===== src/rtl/usbg_pkg.sv =====
// Package for serial port control, status and baud generator.
// Assumes a single system clock and AHB-Lite register access.
package usbg_pkg;
  localparam logic [7:0] TSC_OFFSET = 8'h00;
  localparam logic [7:0] RSC_OFFSET = 8'h04;
  localparam logic [7:0] BDIV_OFFSET = 8'h08;
  localparam logic [7:0] RXDATA_OFFSET = 8'h0c;
  localparam logic [7:0] TXDATA_OFFSET = 8'h10;
  localparam int CLOCK_SOURCE_SELECT_BIT = 7;
  localparam int TX9_BIT = 6;
  localparam int TRANSMIT_ENABLE_BIT_BIT = 5;
  localparam int SYNC_BIT = 4;
  localparam int HS_BIT = 2;
  localparam int SHIFT_REG_EMPTY_FLAG_BIT = 1;
  localparam int TX_NINTH_BIT_BIT = 0;
  localparam int SERIAL_PORT_ENABLE_BIT = 7;
  localparam int RX9_BIT = 6;
  localparam int SINGLE_RECEIVE_ENABLE_BIT = 5;
  localparam int CONTINUOUS_RECEIVE_ENABLE_BIT = 4;
  localparam int ADDRESS_DETECT_ENABLE_BIT = 3;
  localparam int FRAMING_ERROR_FLAG_BIT = 2;
  localparam int OVERRUN_ERROR_FLAG_BIT = 1;
  localparam int RX_NINTH_BIT_BIT = 0;
  localparam logic [7:0] TSC_RESET = 8'h02;
  localparam logic [7:0] RSC_RESET = 8'h00;
  localparam logic [7:0] BDIV_RESET = 8'h00;
  localparam logic [5:0] PRE_LOW = 6'h3f;
  localparam logic [5:0] PRE_HIGH = 6'h0f;
  localparam logic [5:0] PRE_SYNC = 6'h03;
  localparam logic [1:0] HTRANS_NONSEQ = 2'h2;
  localparam logic [3:0] NBITS_8 = 4'h8;
  localparam logic [3:0] NBITS_9 = 4'h9;

  typedef enum logic [1:0] {
    USBG_IDLE = 2'b00,
    USBG_START = 2'b01,
    USBG_DATA = 2'b10,
    USBG_STOP = 2'b11
  } usbg_state_t;

  typedef struct packed {
    logic clock_source_select;
    logic tx_nine_bit_select;
    logic transmit_enable_bit;
    logic sync_mode;
    logic high_speed_select;
    logic tx_ninth_bit;
  } usbg_tx_ctl_t;
endpackage


===== src/rtl/usbg_top.sv =====
// Serial port: control/status registers, baud generator, simple tx/rx shifters.
// Assumes AHB-Lite single-word transfers and one system clock; pins are async.
// Function
// - Sync mode: clock source bit selects master (internal clock) or slave.
// - Transmit nine-bit select makes characters nine bits long.
// - Transmit enable gates transmitter; sync receive enables override it.
// - Mode select bit chooses synchronous or asynchronous operation.
// - Transmit control bit three always reads zero.
// - High-speed bit picks divide-by-16 in async; ignored in sync.
// - Shift-register empty flag reads one when idle; resets to one.
// - Ninth transmit bit is sent as ninth bit in nine-bit mode.
// - Serial port enable turns port on and owns both pins.
// - Receive nine-bit select makes received characters nine bits long.
// - Single receive starts one sync master reception; hardware clears it.
// - Continuous receive enables receiver; overrides single receive in sync.
// - Async nine-bit address detect loads only characters whose ninth bit is set.
// - Framing error flag refreshed only when the next valid character is loaded; data read leaves it.
// - Overrun error flag clears when continuous receive is cleared.
// - Baud generator is 8-bit free-running timer set by divisor.
// - Rates: clk/64(X+1), clk/16(X+1) async; clk/4(X+1) sync master.
// - Writing divisor clears baud timer immediately.
// - Async receive pin sampled three times, majority vote decides bit.
// - Baud generator runs whenever clocked; stops with clock in sleep.
`timescale 1ns/1ps
module usbg_top (
  input wire logic ref_clk_in,
  input wire logic sys_rst_in,
  input wire logic hsel_in,
  input wire logic [31:0] haddr_in,
  input wire logic [1:0] htrans_in,
  input wire logic hwrite_in,
  input wire logic [2:0] hsize_in,
  input wire logic [31:0] hwdata_in,
  input wire logic hready_in,
  output logic [31:0] hrdata_out,
  output logic hreadyout_out,
  output logic hresp_out,
  input wire logic rx_dt_in,
  input wire logic tx_ck_in,
  output logic rx_dt_out,
  output logic rx_dt_oe_out,
  output logic tx_ck_out,
  output logic tx_ck_oe_out
);
  // Bus registers
  logic wr_pend;
  logic [7:0] wr_addr;
  usbg_pkg::usbg_tx_ctl_t tx_ctl;
  logic serial_port_enable;
  logic rx_nine_bit_select;
  logic single_receive_enable;
  logic continuous_receive_enable;
  logic address_detect_enable;
  logic framing_error_flag;
  logic overrun_error_flag;
  logic rx_ninth_bit;
  logic [7:0] baud_divisor;
  logic [7:0] receive_data_register;
  logic rx_full;
  logic [7:0] tx_hold;
  logic tx_hold_full;
  logic shift_reg_empty_flag;

  wire addr_phase = hsel_in && hready_in && htrans_in == usbg_pkg::HTRANS_NONSEQ;
  wire rd_now = addr_phase && !hwrite_in;
  wire [7:0] a_now = haddr_in[7:0];
  wire wr_tsc = wr_pend && wr_addr == usbg_pkg::TSC_OFFSET;
  wire wr_rsc = wr_pend && wr_addr == usbg_pkg::RSC_OFFSET;
  wire wr_bdiv = wr_pend && wr_addr == usbg_pkg::BDIV_OFFSET;
  wire wr_txd = wr_pend && wr_addr == usbg_pkg::TXDATA_OFFSET;
  wire rd_rxd = rd_now && a_now == usbg_pkg::RXDATA_OFFSET;
  wire [7:0] wd = hwdata_in[7:0];

  wire sync_mode = tx_ctl.sync_mode;
  wire sync_master = sync_mode && tx_ctl.clock_source_select;
  wire sync_rx_on = sync_mode && (continuous_receive_enable ||
                    (sync_master && single_receive_enable));
  wire tx_allowed = serial_port_enable && tx_ctl.transmit_enable_bit && !sync_rx_on;
  wire rx_allowed = serial_port_enable && (sync_mode ? sync_rx_on
                    : continuous_receive_enable);

  wire [7:0] tsc_rd = {tx_ctl.clock_source_select, tx_ctl.tx_nine_bit_select,
                       tx_ctl.transmit_enable_bit, tx_ctl.sync_mode, 1'b0,
                       tx_ctl.high_speed_select, shift_reg_empty_flag, tx_ctl.tx_ninth_bit};
  wire [7:0] rsc_rd = {serial_port_enable, rx_nine_bit_select, single_receive_enable,
                       continuous_receive_enable, address_detect_enable,
                       framing_error_flag, overrun_error_flag, rx_ninth_bit};
  // Write still in its data phase is forwarded, so a read right after it sees the new value
  wire [7:0] tsc_fwd = {wd[usbg_pkg::CLOCK_SOURCE_SELECT_BIT], wd[usbg_pkg::TX9_BIT], wd[usbg_pkg::TRANSMIT_ENABLE_BIT_BIT],
                        wd[usbg_pkg::SYNC_BIT], 1'b0, wd[usbg_pkg::HS_BIT],
                        shift_reg_empty_flag, wd[usbg_pkg::TX_NINTH_BIT_BIT]};
  wire [7:0] rsc_fwd = {wd[usbg_pkg::SERIAL_PORT_ENABLE_BIT], wd[usbg_pkg::RX9_BIT], wd[usbg_pkg::SINGLE_RECEIVE_ENABLE_BIT],
                        wd[usbg_pkg::CONTINUOUS_RECEIVE_ENABLE_BIT], wd[usbg_pkg::ADDRESS_DETECT_ENABLE_BIT], framing_error_flag,
                        overrun_error_flag && wd[usbg_pkg::CONTINUOUS_RECEIVE_ENABLE_BIT], rx_ninth_bit};
  wire [7:0] rd_mux = (a_now == usbg_pkg::TSC_OFFSET) ? (wr_tsc ? tsc_fwd : tsc_rd) :
                      (a_now == usbg_pkg::RSC_OFFSET) ? (wr_rsc ? rsc_fwd : rsc_rd) :
                      (a_now == usbg_pkg::BDIV_OFFSET) ? (wr_bdiv ? wd : baud_divisor) :
                      (a_now == usbg_pkg::RXDATA_OFFSET) ? receive_data_register :
                      8'h00;

  always_ff @(posedge ref_clk_in) begin
    if (sys_rst_in) begin
      wr_pend <= 1'b0;
      wr_addr <= 8'h00;
      hrdata_out <= 32'h0000_0000;
    end else begin
      wr_pend <= addr_phase && hwrite_in;
      wr_addr <= a_now;
      if (rd_now) begin
        hrdata_out <= {24'h00_0000, rd_mux};
      end
    end
  end

  always_ff @(posedge ref_clk_in) begin
    if (sys_rst_in) begin
      hreadyout_out <= 1'b0;
      hresp_out <= 1'b0;
    end else begin
      hreadyout_out <= 1'b1;
      hresp_out <= 1'b0;
    end
  end

  // Two-flop synchronisers
  logic [1:0] rx_sync;
  logic [1:0] ck_sync;
  always_ff @(posedge ref_clk_in) begin
    if (sys_rst_in) begin
      rx_sync <= 2'h3;
      ck_sync <= 2'h3;
    end else begin
      rx_sync <= {rx_sync[0], rx_dt_in};
      ck_sync <= {ck_sync[0], tx_ck_in};
    end
  end
  wire rx_pin = rx_sync[1];
  wire ck_pin = ck_sync[1];

  // Baud timer and prescaler
  logic [7:0] baud_timer;
  logic [5:0] pre_cnt;
  logic ck_prev;
  wire timer_tc = baud_timer == 8'h00;
  wire [5:0] pre_max = sync_mode ? usbg_pkg::PRE_SYNC :
                       (tx_ctl.high_speed_select ? usbg_pkg::PRE_HIGH : usbg_pkg::PRE_LOW);
  wire pre_wrap = timer_tc && pre_cnt >= pre_max;
  // One tick per bit period (master modes); per edge pair in slave
  wire slave_edge = sync_mode && !sync_master && ck_pin && !ck_prev;
  wire bit_tick = (sync_mode && !sync_master) ? slave_edge : pre_wrap;
  // Three sample points near mid bit in async mode
  wire [5:0] mid = {1'b0, pre_max[5:1]};
  // Receive frame counter, restarted at each start edge so samples land mid bit
  usbg_pkg::usbg_state_t rx_state;
  logic [5:0] rx_pre;
  wire rx_start = rx_state == usbg_pkg::USBG_IDLE && !rx_pin;
  wire rx_wrap = timer_tc && rx_pre >= pre_max;
  wire rx_tick = sync_mode ? bit_tick : rx_wrap;
  wire samp_tick = timer_tc && !sync_mode &&
                   (rx_pre == mid - 6'h01 || rx_pre == mid || rx_pre == mid + 6'h01);

  always_ff @(posedge ref_clk_in) begin
    if (sys_rst_in || wr_bdiv) begin
      baud_timer <= usbg_pkg::BDIV_RESET;
      pre_cnt <= 6'h00;
    end else begin
      baud_timer <= timer_tc ? baud_divisor : baud_timer - 8'h01;
      if (timer_tc) begin
        pre_cnt <= pre_wrap ? 6'h00 : pre_cnt + 6'h01;
      end
    end
  end

  always_ff @(posedge ref_clk_in) begin
    if (sys_rst_in || rx_start) begin
      rx_pre <= 6'h00;
    end else if (timer_tc) begin
      rx_pre <= rx_wrap ? 6'h00 : rx_pre + 6'h01;
    end
  end

  // Majority vote of three samples
  logic [2:0] votes;
  logic [1:0] vote_cnt;
  always_ff @(posedge ref_clk_in) begin
    if (sys_rst_in) begin
      votes <= 3'h7;
      vote_cnt <= 2'h0;
      ck_prev <= 1'b1;
    end else begin
      ck_prev <= ck_pin;
      if (samp_tick) begin
        votes <= {votes[1:0], rx_pin};
      end
    end
  end
  wire rx_bit = sync_mode ? rx_pin : ((votes[0] & votes[1]) | (votes[1] & votes[2]) |
                (votes[0] & votes[2]));

  // Transmitter
  usbg_pkg::usbg_state_t tx_state;
  logic [8:0] transmit_shift_register;
  logic [3:0] tx_cnt;
  logic [3:0] tx_len;
  logic tx_line;
  always_ff @(posedge ref_clk_in) begin
    if (sys_rst_in) begin
      tx_state <= usbg_pkg::USBG_IDLE;
      transmit_shift_register <= 9'h000;
      tx_cnt <= 4'h0;
      tx_len <= usbg_pkg::NBITS_8;
      tx_line <= 1'b1;
      shift_reg_empty_flag <= 1'b1;
      tx_hold_full <= 1'b0;
      tx_hold <= 8'h00;
    end else begin
      if (wr_txd) begin
        tx_hold <= wd;
        tx_hold_full <= 1'b1;
      end
      unique case (tx_state)
        usbg_pkg::USBG_IDLE: begin
          tx_line <= 1'b1;
          if (tx_allowed && tx_hold_full && bit_tick) begin
            transmit_shift_register <= {tx_ctl.tx_ninth_bit, tx_hold};
            tx_len <= tx_ctl.tx_nine_bit_select ? usbg_pkg::NBITS_9 : usbg_pkg::NBITS_8;
            tx_hold_full <= wr_txd;
            shift_reg_empty_flag <= 1'b0;
            tx_cnt <= 4'h0;
            tx_state <= sync_mode ? usbg_pkg::USBG_DATA : usbg_pkg::USBG_START;
            tx_line <= sync_mode ? tx_hold[0] : 1'b0;
          end
        end
        usbg_pkg::USBG_START: begin
          if (bit_tick) begin
            tx_line <= transmit_shift_register[0];
            tx_state <= usbg_pkg::USBG_DATA;
          end
        end
        usbg_pkg::USBG_DATA: begin
          if (bit_tick) begin
            transmit_shift_register <= {1'b0, transmit_shift_register[8:1]};
            tx_cnt <= tx_cnt + 4'h1;
            if (tx_cnt + 4'h1 == tx_len) begin
              tx_line <= 1'b1;
              tx_state <= sync_mode ? usbg_pkg::USBG_IDLE : usbg_pkg::USBG_STOP;
              shift_reg_empty_flag <= sync_mode;
            end else begin
              tx_line <= transmit_shift_register[1];
            end
          end
        end
        usbg_pkg::USBG_STOP: begin
          if (bit_tick) begin
            shift_reg_empty_flag <= 1'b1;
            tx_state <= usbg_pkg::USBG_IDLE;
          end
        end
      endcase
      if (!tx_allowed) begin
        tx_state <= usbg_pkg::USBG_IDLE;
        shift_reg_empty_flag <= 1'b1;
        tx_line <= 1'b1;
      end
    end
  end

  // Receiver; sync mode has no stop bit, so it completes one cycle after the last bit
  logic [8:0] receive_shift_register;
  logic [3:0] rx_cnt;
  logic [3:0] rx_len;
  wire rx_done = rx_state == usbg_pkg::USBG_STOP && (sync_mode || rx_tick);
  wire rx_keep = !sync_mode && rx_nine_bit_select && address_detect_enable ? receive_shift_register[8] : 1'b1;
  wire rx_load = rx_done && rx_keep && !overrun_error_flag;
  always_ff @(posedge ref_clk_in) begin
    if (sys_rst_in) begin
      rx_state <= usbg_pkg::USBG_IDLE;
      receive_shift_register <= 9'h000;
      rx_cnt <= 4'h0;
      rx_len <= usbg_pkg::NBITS_8;
    end else if (!rx_allowed) begin
      rx_state <= usbg_pkg::USBG_IDLE;
    end else begin
      unique case (rx_state)
        usbg_pkg::USBG_IDLE: begin
          rx_cnt <= 4'h0;
          rx_len <= rx_nine_bit_select ? usbg_pkg::NBITS_9 : usbg_pkg::NBITS_8;
          if (sync_mode || !rx_pin) begin
            rx_state <= sync_mode ? usbg_pkg::USBG_DATA : usbg_pkg::USBG_START;
          end
        end
        usbg_pkg::USBG_START: begin
          if (rx_tick) begin
            rx_state <= rx_bit ? usbg_pkg::USBG_IDLE : usbg_pkg::USBG_DATA;
          end
        end
        usbg_pkg::USBG_DATA: begin
          if (rx_tick) begin
            receive_shift_register <= rx_len == usbg_pkg::NBITS_9 ? {rx_bit, receive_shift_register[8:1]} : {1'b0, rx_bit, receive_shift_register[7:1]};
            rx_cnt <= rx_cnt + 4'h1;
            if (rx_cnt + 4'h1 == rx_len) begin
              rx_state <= usbg_pkg::USBG_STOP;
            end
          end
        end
        usbg_pkg::USBG_STOP: begin
          if (rx_done) begin
            rx_state <= usbg_pkg::USBG_IDLE;
          end
        end
      endcase
    end
  end
  wire stop_bad = !sync_mode && !rx_bit;

  // Control and status registers
  always_ff @(posedge ref_clk_in) begin
    if (sys_rst_in) begin
      tx_ctl <= '0;
      {serial_port_enable, rx_nine_bit_select, single_receive_enable} <= 3'h0;
      {continuous_receive_enable, address_detect_enable} <= 2'h0;
      framing_error_flag <= 1'b0;
      overrun_error_flag <= 1'b0;
      rx_ninth_bit <= 1'b0;
      baud_divisor <= usbg_pkg::BDIV_RESET;
      receive_data_register <= 8'h00;
      rx_full <= 1'b0;
    end else begin
      if (wr_tsc) begin
        tx_ctl <= {wd[usbg_pkg::CLOCK_SOURCE_SELECT_BIT], wd[usbg_pkg::TX9_BIT], wd[usbg_pkg::TRANSMIT_ENABLE_BIT_BIT],
                   wd[usbg_pkg::SYNC_BIT], wd[usbg_pkg::HS_BIT], wd[usbg_pkg::TX_NINTH_BIT_BIT]};
      end
      if (wr_bdiv) begin
        baud_divisor <= wd;
      end
      if (wr_rsc) begin
        serial_port_enable <= wd[usbg_pkg::SERIAL_PORT_ENABLE_BIT];
        rx_nine_bit_select <= wd[usbg_pkg::RX9_BIT];
        single_receive_enable <= wd[usbg_pkg::SINGLE_RECEIVE_ENABLE_BIT];
        continuous_receive_enable <= wd[usbg_pkg::CONTINUOUS_RECEIVE_ENABLE_BIT];
        address_detect_enable <= wd[usbg_pkg::ADDRESS_DETECT_ENABLE_BIT];
      end
      if (rd_rxd) begin
        rx_full <= 1'b0;
      end
      if (rx_done && sync_master && !continuous_receive_enable) begin
        single_receive_enable <= 1'b0;
      end
      if (rx_load && !(rx_full && !rd_rxd)) begin
        receive_data_register <= receive_shift_register[7:0];
        rx_ninth_bit <= receive_shift_register[8];
        framing_error_flag <= stop_bad;
        rx_full <= 1'b1;
      end
      if (wr_rsc && !wd[usbg_pkg::CONTINUOUS_RECEIVE_ENABLE_BIT]) begin
        overrun_error_flag <= 1'b0;
      end
      if (rx_done && rx_keep && rx_full && !rd_rxd) begin
        overrun_error_flag <= 1'b1; // Set wins over clear
      end
    end
  end

  // Pins
  wire ck_drive = serial_port_enable && sync_master;
  wire ck_level = !(sync_master && pre_cnt > {1'b0, pre_max[5:1]});
  always_ff @(posedge ref_clk_in) begin
    if (sys_rst_in) begin
      tx_ck_out <= 1'b1;
      tx_ck_oe_out <= 1'b0;
      rx_dt_out <= 1'b1;
      rx_dt_oe_out <= 1'b0;
    end else begin
      tx_ck_out <= sync_mode ? ck_level : tx_line;
      tx_ck_oe_out <= serial_port_enable && (!sync_mode ? tx_allowed : ck_drive);
      rx_dt_out <= tx_line;
      rx_dt_oe_out <= serial_port_enable && sync_mode && tx_allowed;
    end
  end
endmodule // usbg_top


===== config.mk =====
export PLATFORM = sky130hd
export DESIGN_NAME = usbg_top
export DESIGN_NICKNAME = d
export VERILOG_FILES = /design/src/rtl/usbg_pkg.sv /design/src/rtl/usbg_top.sv
export SDC_FILE = /design/constraint.sdc
export NUM_CORES = 1
export LEC_CHECK = 0
export BUFFER_PORTS_ARGS = -buffer_cell sky130_fd_sc_hd__buf_2
export CAP_MARGIN = 20
export CORE_MARGIN = 1.5
export CORE_UTILIZATION = 28
export CTS_CLUSTER_SIZE = 14
export DETAILED_ROUTE_END_ITERATION = 16
export MAX_ROUTING_LAYER = met4
export PLACE_DENSITY = 0.45
export REMOVE_ABC_BUFFERS = 1
export SKIP_LAST_GASP = 1
export SYNTH_ARGS = -nofsm -noshare
export SYNTH_HDL_FRONTEND = slang
export SYNTH_SLANG_ARGS = --single-unit

===== constraint.sdc =====
create_clock -name ref_clk_in -period 3.1 [get_ports ref_clk_in]
set_clock_uncertainty 0.05 [all_clocks]
set_input_delay 0.465 -clock ref_clk_in [delete_from_list [all_inputs] [get_ports ref_clk_in]]
set_output_delay 0.465 -clock ref_clk_in [all_outputs]
set_load 0.02 [all_outputs]

==> results of run 1 <==
==> per-stage QoR <==
stage	cells	utilization, %
after CTS	956	33.5
after global placement	924	30.7
after global routing	957	33.6
after floorplan	601	-
final	957	33.6
after detailed placement	924	30.7
==> power groups by stage <==
stage | Sequential [mW] | Clock (mW) | Combinational (mW)
after floorplan | 1.76 | 0 | 0.346
after global placement | 1.77 | 0 | 0.480
after detailed placement | 1.77 | 0 | 0.489
after CTS | 1.73 | 2.02 | 0.490
after global routing | 1.74 | 2.09 | 0.557
final | 1.73 | 1.96 | 0.489
==> cells in the final DEF, fill, tap and decap left out, types with 7 or more instances in the layout <==
cell,Yosys,final
conb_1,1,25
dfxtp_1,124,124
ha_1,20,20
a211oi_1,17,17
nor2b_1,12,12
inv_1,12,12
a21oi_1,34,34
o211ai_1,7,7
nand3_1,8,8
mux2i_1,63,63
o21ai_0,18,18
buf_2,7,37
a21o_1,7,7
nand2_1,44,44
xor2_1,13,13
or2_2,11,11
buf_4,28,16
clkbuf_16,0,17
nor3_1,8,8
nor2_1,93,93
==> logic make-up (layout without fill, tap and decap cells) <==
logic type | after synthesis | count (layout)
and+or+nand+nor | 214 | 214
DFF | 124 | 124
AOI/OAI and AO/OA | 119 | 119
buffers and inverters | 67 | 99
muxes | 66 | 66
adders and majority gates | 21 | 21
xor gates and xnor gates | 19 | 19
other | 1 | 25
==> worst paths after layout <==
check	startpoint	endpoint
worst min register to register	ck_sync[0]	ck_sync[1]
worst max register to register	tsc_rd[2]	rx_cnt[2]
worst max-delay path	tsc_rd[2]	rx_cnt[2]
worst min-delay path	tx_ck_in	ck_sync[0]
==> critical path, delay by kind of cell, from the launching register on <==
family                     cells  cell delay (ns)
DFF                            1             0.30
AOI/OAI and AO/OA              5             1.19
and+or+nand+nor                2             0.85
adders and majority gates      1             0.34
==> area by class of cell <==
| type | instances | area (um^2) |
|---|---|---|
| clock buffers | 18 | 439 |
| multi-input cells | 464 | 3050 |
| inverters | 13 | 48.8 |
| well taps | 270 | 338 |
| clock inverters | 14 | 145 |
| fillers | 2127 | 13500 |
| repair buffers | 54 | 310 |
| flip-flops and latches | 124 | 2480 |
==> per-layer routing <==
metal / vias up / GRT usage [%] / part of all wire (%)
li1: 2280 / - / -
met1: 2159 / 16.7 / 47
met2: 89 / 23.3 / 47
met3: 16 / 4.04 / 4.0
met4: 0 / 4.40 / 1.4
met5: - / - / 0
==> registers in the layout, summed over array words and instances (netlist names), 3 cells and up <==
name / count
transmit_shift_register: 9
votes: 3
receive_data_register: 8
wr_addr: 8
rx_pre: 6
tx_hold: 8
rx_cnt: 4
tx_cnt: 4
tsc_rd: 5
pre_cnt: 6
receive_shift_register: 9
baud_divisor: 8
baud_timer: 8
hrdata_out: 8
==> metrics.cfg, run 1 <==
[yosys]
synth.area.mux_share_pct = 11.5
synth_area_leaders = dfxtp_1 (43%), mux2i_1 (11%), nor2_1 (6.0%), ha_1 (4.3%), buf_4 (3.6%)
yosys.area_share.simple_pct = 17.9
synth_most_common_cell = dfxtp_1
synth_top_family_by_area = simple AND/OR/NAND/NOR gates
synth-seq-cells = 124
synth_top_area_share_pct = 42.8
synthArstFlopShare_pct = 0
synthAdderAreaFrac_pct = 4.49
syn_avg_cell_area_um2 = 9.19
yosys.area_share.xor_xnor_pct = 2.87
yosysSeqAreaShare_pct = 42.8
synth_cell_types = 61
ys_warn_count = 0
ys.flop_type = dfxtp_1
synth_area_leader_cell = dfxtp_1
synth-compound-area-share_pct = 14.2
synth-edff-count = 0
synthTopCellsByCount = dfxtp_1 (124), nor2_1 (93), mux2i_1 (63), nand2_1 (44), a21oi_1 (34)
syn_inst = 631
netlist_area_um2 = 5800

[clock_network]
cts_tree = done
cts.clk_slew.worst_paths_ns = 0.06
cts-resized-gates = 0
hold_buffers = 0
post_cts_buffers = 0
htree_levels = 4
ctsLongestPathBuffers = 2
cts_buffers = 17
clock_sinks = 124
clock-root-buffer = clkbuf_16
insertion_delay_ns = 0.42

[floorplan]
rows = 52
pin_count = 114
die_width_um = 147
dieArea_um2 = 21600
start_util_pct = 28.6
core_um2 = 20300
die_y_um = 147

[pwr]
p_int_mw = 3.06
power_frac_clock_pct = 46.8
power_mw = 4.18
switching_power_mw = 1.12
p_comb_share_pct = 11.7
p_sw_share_pct = 26.8
power.share.sequential_pct = 41.5
powerDensity_nw_per_um2 = 614
leakage_nw = 2.75
ir_drop_uv = 409

[place]
placed_cell_area_um2 = 6220
io_buffers = 37
pre_cts_slack_ns = 0.287
place_hpwl_um = 10100
place.gp.congestion = 0.786

[drt]
drt_iter0_markers = 178
drt-vias-per-instance = 4.75
wire_per_inst_um = 14.8
wirelength_um = 14100
drc = 0
antenna_left = 0
dr_total_vias = 4544
drtPass1Iterations = 4

[finish]
area_growth_pct = 17.4
finish.instance_area_um2 = 6810
drive_gt1_share_pct = 15.6
fin_nets = 770
antennaDiodeCount = 0

[min_path]
hold_class = in -> reg
hold-path-cell-count = 2

[worst_setup_path]
cp_data_required_time_ns = 3.39
critPathCaptureType = flip-flop
crit_fanout = 14
crit_slowest_cell = or3b_1
worstSetupPathType = reg -> reg
arrival_ns = 3.10
r2r_slack_ns = 0.29
r2r_cells = 8
start_kind = flip-flop
critical-path-max-stage-delay_ns = 0.48
cp_cell_sequence = or2_2 > ha_1 > o211ai_1 > o21ai_0 > a21o_1 > o2111ai_4 > or3b_1 > a21oi_1

[timing]
hold_viol = 0
max-slew-margin-rel_pct = 29.4
finalSetupViolations = 0
tightest_slew_ns = 1.06
rsz0062_at_grt = false
drv_slew = 0
setup_slack_ns = 0.290
max_freq_ghz = 0.356
finalSetupTns_ns = 0
whs_ns = 0.183
layout_min_cycle_time_ns = 2.81
post-route-period-util_pct = 90.6

[global_route]
grt_overflow = 0
antenna_found_initial = 0
grt_max_degree = 52
grt_pass1_wl_um = 23300
grtUsageTotal_pct = 14.1
grt_pass1_vias = 4553

[flow_run]
cap_violations = 0

[outcome]
status = completed

(Power assumes the default switching activity.)
==> run 2, diff against run 1 <==
--- a/config.mk
+++ b/config.mk
@@ -8,11 +8,12 @@
 export BUFFER_PORTS_ARGS = -buffer_cell sky130_fd_sc_hd__buf_2
 export CAP_MARGIN = 20
 export CORE_MARGIN = 1.5
-export CORE_UTILIZATION = 28
+export CORE_UTILIZATION = 50
 export CTS_CLUSTER_SIZE = 14
 export DETAILED_ROUTE_END_ITERATION = 16
+export GPL_TIMING_DRIVEN = 0
 export MAX_ROUTING_LAYER = met4
-export PLACE_DENSITY = 0.45
+export PLACE_DENSITY = 0.72
 export REMOVE_ABC_BUFFERS = 1
 export SKIP_LAST_GASP = 1
 export SYNTH_ARGS = -nofsm -noshare
==> metrics.cfg, run 2 (synthesis results as in run 1) <==
[floorplan]
rows = 39  ; -25%
die_width_um = 111  ; -25%
core_um2 = 11400  ; -44%
pin_count = 114  ; unchanged
die_y_um = 111  ; -25%
start_util_pct = 51.0  ; +22 points
dieArea_um2 = 12300  ; -43%

[timing]
rsz0062_at_grt = false
whs_ns = 0.180  ; -0.00280 ns
drv_slew = 0  ; unchanged
tightest_slew_ns = 1.06  ; -0.000222 ns
layout_min_cycle_time_ns = 2.88  ; +0.0740 ns
finalSetupTns_ns = 0  ; unchanged
hold_viol = 0  ; unchanged
max_freq_ghz = 0.347  ; -2.6%
max-slew-margin-rel_pct = 29.4  ; about the same
finalSetupViolations = 0  ; unchanged
post-route-period-util_pct = 93.0  ; +2.4 points

[place]
place.gp.congestion = 0.840  ; +6.9%
place_hpwl_um = 8660  ; -15%
io_buffers = 37  ; unchanged

[clock_network]
clock-root-buffer = clkbuf_16
htree_levels = 4  ; unchanged
cts_buffers = 17  ; unchanged
clock_sinks = 124  ; unchanged
insertion_delay_ns = 0.42  ; about the same
cts.clk_slew.worst_paths_ns = 0.06  ; about the same
ctsLongestPathBuffers = 2  ; unchanged
hold_buffers = 0  ; unchanged
cts_tree = done

[global_route]
grt_overflow = 0  ; unchanged
grt_max_degree = 88  ; +69%
grt_pass1_wl_um = 20600  ; -12%
antenna_found_initial = 0  ; unchanged
grtUsageTotal_pct = 21.4  ; +7.2 points
grt_pass1_vias = 4201  ; -7.7%

[worst_setup_path]
worstSetupPathType = reg -> reg
crit_fanout = 23  ; +9
critPathCaptureType = flip-flop
start_kind = flip-flop
r2r_slack_ns = 0.22  ; -0.07 ns
arrival_ns = 3.10  ; about the same
rr_startpoint = sync_mode
r2r_cells = 9  ; +1
r2r-end = receive_shift_register[7]
cp_data_required_time_ns = 3.32  ; -0.07 ns

[pwr]
power.share.sequential_pct = 40.6  ; -0.9 points
power_mw = 4.28  ; +2.3%
power_frac_clock_pct = 48.3  ; +1.5 points
p_int_mw = 3.18  ; +3.9%
p_sw_share_pct = 25.6  ; -1.1 points
leakage_nw = 2.69  ; -1.9%
ir_drop_uv = 438  ; +7.0%
switching_power_mw = 1.10  ; -2.1%
powerDensity_nw_per_um2 = 645  ; +5.2%
p_comb_share_pct = 11.1  ; -0.6 points

[drt]
antenna_left = 0  ; unchanged
drtPass1Iterations = 5  ; +1
dr_total_vias = 4523  ; -0.46%
drt_iter0_markers = 294  ; +65%
drc = 0  ; unchanged
wire_per_inst_um = 15.4  ; +4.6%
wirelength_um = 12600  ; -11%
drt-vias-per-instance = 5.54  ; +17%

[min_path]
hold-path-cell-count = 2  ; unchanged
hp-start = rx_dt_in
min_to = rx_sync[0]
hold_class = in -> reg

[finish]
mostFrequentLayoutCells = dfxtp_1 (123), nor2_1 (93), mux2i_1 (63)
area_growth_pct = 14.2
fin_nets = 757  ; -1.7%
final_common_cell = dfxtp_1
drive_gt1_share_pct = 14.8  ; -0.74 points
reg_top3 = receive_shift_register x9, transmit_shift_register x9
antennaDiodeCount = 0  ; unchanged

[outcome]
status = completed

[flow_run]
cap_violations = 0  ; unchanged

==> run 2: changes by cell type in the layout (fill, tap and decap cells not counted), sizes merged <==
cell | previous run | this run
buf | 53 | 40
clkinv | 10 | 8
clkbuf | 19 | 21
bufinv | 2 | 3
clkinvlp | 1 | 0
==> run 2: cell type report <==
cell class                      count  area [um^2]
Sequential cell                   124         2480
Timing Repair Buffer               41          228
Inverter                           13         48.8
Fill cell                         993         4740
Multi-Input combinational cell    464         3060
Clock inverter                     12          161
Clock buffer                       20          467
Tap cell                          143          179
==> run 2: power by group through the flow <==
stage / combinational (mW) / sequential, mW / clock [mW]
floorplan: 0.346 / 1.76 / 0
global placement: 0.445 / 1.77 / 0
detailed placement: 0.465 / 1.77 / 0
CTS: 0.470 / 1.74 / 2.09
global route: 0.529 / 1.75 / 2.16
finish: 0.473 / 1.74 / 2.07
==> run 2: worst max path at each step <==
stage / to / depth (start not counted) / from
CTS: rx_cnt[2] / 8 / sync_mode
floorplan: framing_error_flag / 8 / sync_mode
global placement: receive_data_register[3] / 8 / sync_mode
global route: receive_data_register[3] / 8 / sync_mode
detailed placement: receive_data_register[6] / 8 / sync_mode
finish: receive_shift_register[7] / 9 / sync_mode
==> run 2: worst max-delay path, stage by stage (launching register included) <==
cell	delay, ns
dfxtp_2	0.46
or2_2	0.40
ha_1	0.35
a21oi_1	0.16
nor2b_1	0.07
o311a_2	0.44
o2111ai_4	0.35
buf_4	0.18
mux2i_1	0.19
nor2_1	0.06
==> run 2: per-stage QoR <==
step	worst slack [ns]	instances	cell area [um^2]	util [%]
floorplan	0.390	601	5580	-
global placement	-0.156	781	5940	52.2
detailed placement	-0.182	781	5950	52.3
CTS	0.0535	813	6590	57.9
global route	0.0604	817	6630	58.3
finish	0.216	817	6630	58.3
==> run 2: routing by layer <==
layer / part of all wire (%) / global-route usage, % / wire length (um) / up-vias
met4: 1.6 / 7.86 / 203 / 0
met5: 0 / - / 0 / -
met3: 4.5 / 5.36 / 571 / 21
li1: - / - / - / 2243
met2: 49 / 34.3 / 6210 / 123
met1: 45 / 26.1 / 5630 / 2136
==> run 2: timing repair <==
| action | CTS | global route |
|---|---|---|
| pin swaps | 0 | 1 |
| buffers inserted | 0 | 3 |
| gates resized for setup | 4 | 3 |
| endpoints found under the setup margin | 37 | 14 |
==> run 3, diff against run 2 <==
--- a/config.mk
+++ b/config.mk
@@ -5,15 +5,15 @@
 export SDC_FILE = /design/constraint.sdc
 export NUM_CORES = 1
 export LEC_CHECK = 0
-export BUFFER_PORTS_ARGS = -buffer_cell sky130_fd_sc_hd__buf_2
 export CAP_MARGIN = 20
 export CORE_MARGIN = 1.5
-export CORE_UTILIZATION = 50
+export CORE_UTILIZATION = 60
 export CTS_CLUSTER_SIZE = 14
 export DETAILED_ROUTE_END_ITERATION = 16
+export DONT_BUFFER_PORTS = 1
 export GPL_TIMING_DRIVEN = 0
 export MAX_ROUTING_LAYER = met4
-export PLACE_DENSITY = 0.72
+export PLACE_DENSITY = 0.75
 export REMOVE_ABC_BUFFERS = 1
 export SKIP_LAST_GASP = 1
 export SYNTH_ARGS = -nofsm -noshare
==> metrics.cfg, run 3 (synthesis results as in run 1) <==
[place]
place.gp.congestion = 0.876  ; +4.3%
place_inst = 730  ; -6.5%
place_hpwl_um = 8370  ; -3.3%
io_buffers = 0  ; -100%
pre_cts_slack_ns = -0.146  ; +0.0358 ns

[finish]
antennaDiodeCount = 0  ; unchanged
area_growth_pct = 10.7
fin_nets = 721  ; -4.8%
final_util_pct = 68.8  ; +11 points
mostFrequentLayoutCells = dfxtp_1 (123), nor2_1 (93), mux2i_1 (63)
reg_top3 = receive_shift_register x9, transmit_shift_register x9
nFillCells = 721  ; -27%
drive_gt1_share_pct = 9.40  ; -5.4 points
instances_no_fill = 767  ; -6.1%
final_common_cell = dfxtp_1

[worst_setup_path]
cp_data_required_time_ns = 3.46  ; +0.14 ns
startpoint = sync_mode
r2r_cells = 8  ; -1
crit_slowest_cell = o2111ai_4
crit_fanout = 23  ; unchanged
critical-path-max-stage-delay_ns = 0.51  ; +0.05 ns
start_kind = flip-flop
worstSetupPathType = reg -> reg
arrival_ns = 3.28  ; +0.18 ns
cp-endpoint = receive_shift_register[5]
rr_startpoint = sync_mode
r2r_slack_ns = 0.18  ; -0.03 ns
crit_cells = 8  ; -1
path_buf_inv = 0  ; -1
cp_cell_sequence = or2_2 > ha_1 > a21oi_1 > nor2b_1 > o311a_2 > o2111ai_4 > mux2i_1 > nor2_1
r2r-end = receive_shift_register[5]
path_delay_family = compound AO/OA/AOI/OAI gates
critPathCaptureType = flip-flop

[floorplan]
pin_count = 114  ; unchanged
rows = 35  ; -10%
die_width_um = 101  ; -8.5%
die_y_um = 101  ; -8.5%
dieArea_um2 = 10300  ; -16%
start_util_pct = 62.2  ; +11 points
core_um2 = 9330  ; -18%

[min_path]
hold_class = in -> reg

[timing]
post-route-period-util_pct = 94.1  ; +1.1 points
rsz0062_at_grt = false
max_freq_ghz = 0.343  ; -1.2%
max-slew-margin-rel_pct = 27.5  ; -1.9 points
layout_min_cycle_time_ns = 2.92  ; +0.0337 ns
finalSetupViolations = 0  ; unchanged
hold_viol = 0  ; unchanged
tightest_slew_ns = 1.07  ; +0.0146 ns
drv_slew = 0  ; unchanged
setup_slack_ns = 0.182  ; -0.0337 ns

[clock_network]
cts_buffers = 17  ; unchanged
insertion_delay_ns = 0.53  ; +0.11 ns
ctsLongestPathBuffers = 2  ; unchanged
htree_levels = 4  ; unchanged
clock_sinks = 124  ; unchanged
clock-root-buffer = clkbuf_8
cts.clk_slew.worst_paths_ns = 0.06  ; about the same
post_cts_buffers = 0  ; unchanged
cts_tree = done

[global_route]
grtUsageTotal_pct = 26.4  ; +5.1 points
grt_overflow = 0  ; unchanged
antenna_found_initial = 0  ; unchanged
grt_max_degree = 84  ; -4.5%
grt_pass1_vias = 4280  ; +1.9%
grt_pass1_wl_um = 20400  ; -0.97%

[drt]
wire_per_inst_um = 16.2  ; +4.7%
drtPass1Iterations = 5  ; unchanged
wirelength_um = 12400  ; -1.7%
antenna_left = 0  ; unchanged
drt-vias-per-instance = 5.78  ; +4.5%
drc = 0  ; unchanged
dr_total_vias = 4436  ; -1.9%
drt_iter0_markers = 232  ; -21%

[pwr]
powerDensity_nw_per_um2 = 654  ; +1.3%
ir_drop_uv = 584  ; +33%
leakage_nw = 2.51  ; -6.7%

[flow_run]
cap_violations = 0  ; unchanged

[outcome]
status = completed

-- run 3: cell count changes in the layout (fill, tap and decap cells not counted), moves of 2 or more --
cell	before	now
clkinvlp_4	0	4
dlygate4sd3_1	0	4
buf_2	36	0
clkinv_4	5	1
inv_6	2	6
clkbuf_8	3	1
buf_4	3	0
-- run 3: per-layer routing --
layer	up-vias	wire (um)	global-route usage, %
li1	2187	-	-
met1	2094	5490	30.8
met2	125	5850	41.1
met3	30	731	8.21
met4	0	329	13.1
met5	-	0	-
-- run 3: repair_timing --
| action | CTS | global route |
|---|---|---|
| hold endpoints to repair | 83 | 0 |
| gates resized for setup | 1 | 6 |
| setup endpoints to repair | 34 | 29 |
| hold buffers | 5 | 0 |
-- run 3: how the worst min path moves through the flow --
stage	from	slack, ns	end	depth (start not counted)
5_1_grt	hwdata_in[4]	0.03	tx_hold[4]	2
2_1_floorplan	ck_sync[0]	0.34	ck_sync[1]	1
6_report	haddr_in[2]	0.02	wr_addr[2]	1
4_1_cts	haddr_in[4]	0.01	wr_addr[4]	1
3_5_place_dp	rx_sync[0]	0.34	rx_sync[1]	1
3_3_place_gp	ck_sync[0]	0.34	ck_sync[1]	1
-- run 3: power breakdown --
| part | switching (mW) | internal, mW |
|---|---|---|
| sequential | 0.0765 | 1.66 |
| combinational | 0.272 | 0.176 |
| clock | 0.773 | 1.24 |
| total | 1.12 | 3.08 |
-- run 3: through the flow --
step,setup TNS (ns),hold WS [ns],power [mW],instance area [um^2]
floorplan,0,0.339,2.10,5580
global placement,-0.149,0.344,2.17,5740
detailed placement,-1.15,0.343,2.19,5750
CTS,0,0.0126,4.22,6420
global route,0,0.0251,4.36,6420
finish,0,0.0225,4.20,6420
-- run 3: final cells by class --
cell class,instances,area [um^2],area share [%]
Inverter,13,48.8,0.760
Clock inverter,15,186,2.90
Timing Repair Buffer,5,67.6,1.05
Tap cell,129,161,2.51
Sequential cell,124,2480,38.7
Multi-Input combinational cell,464,3060,47.6
Clock buffer,17,414,6.45
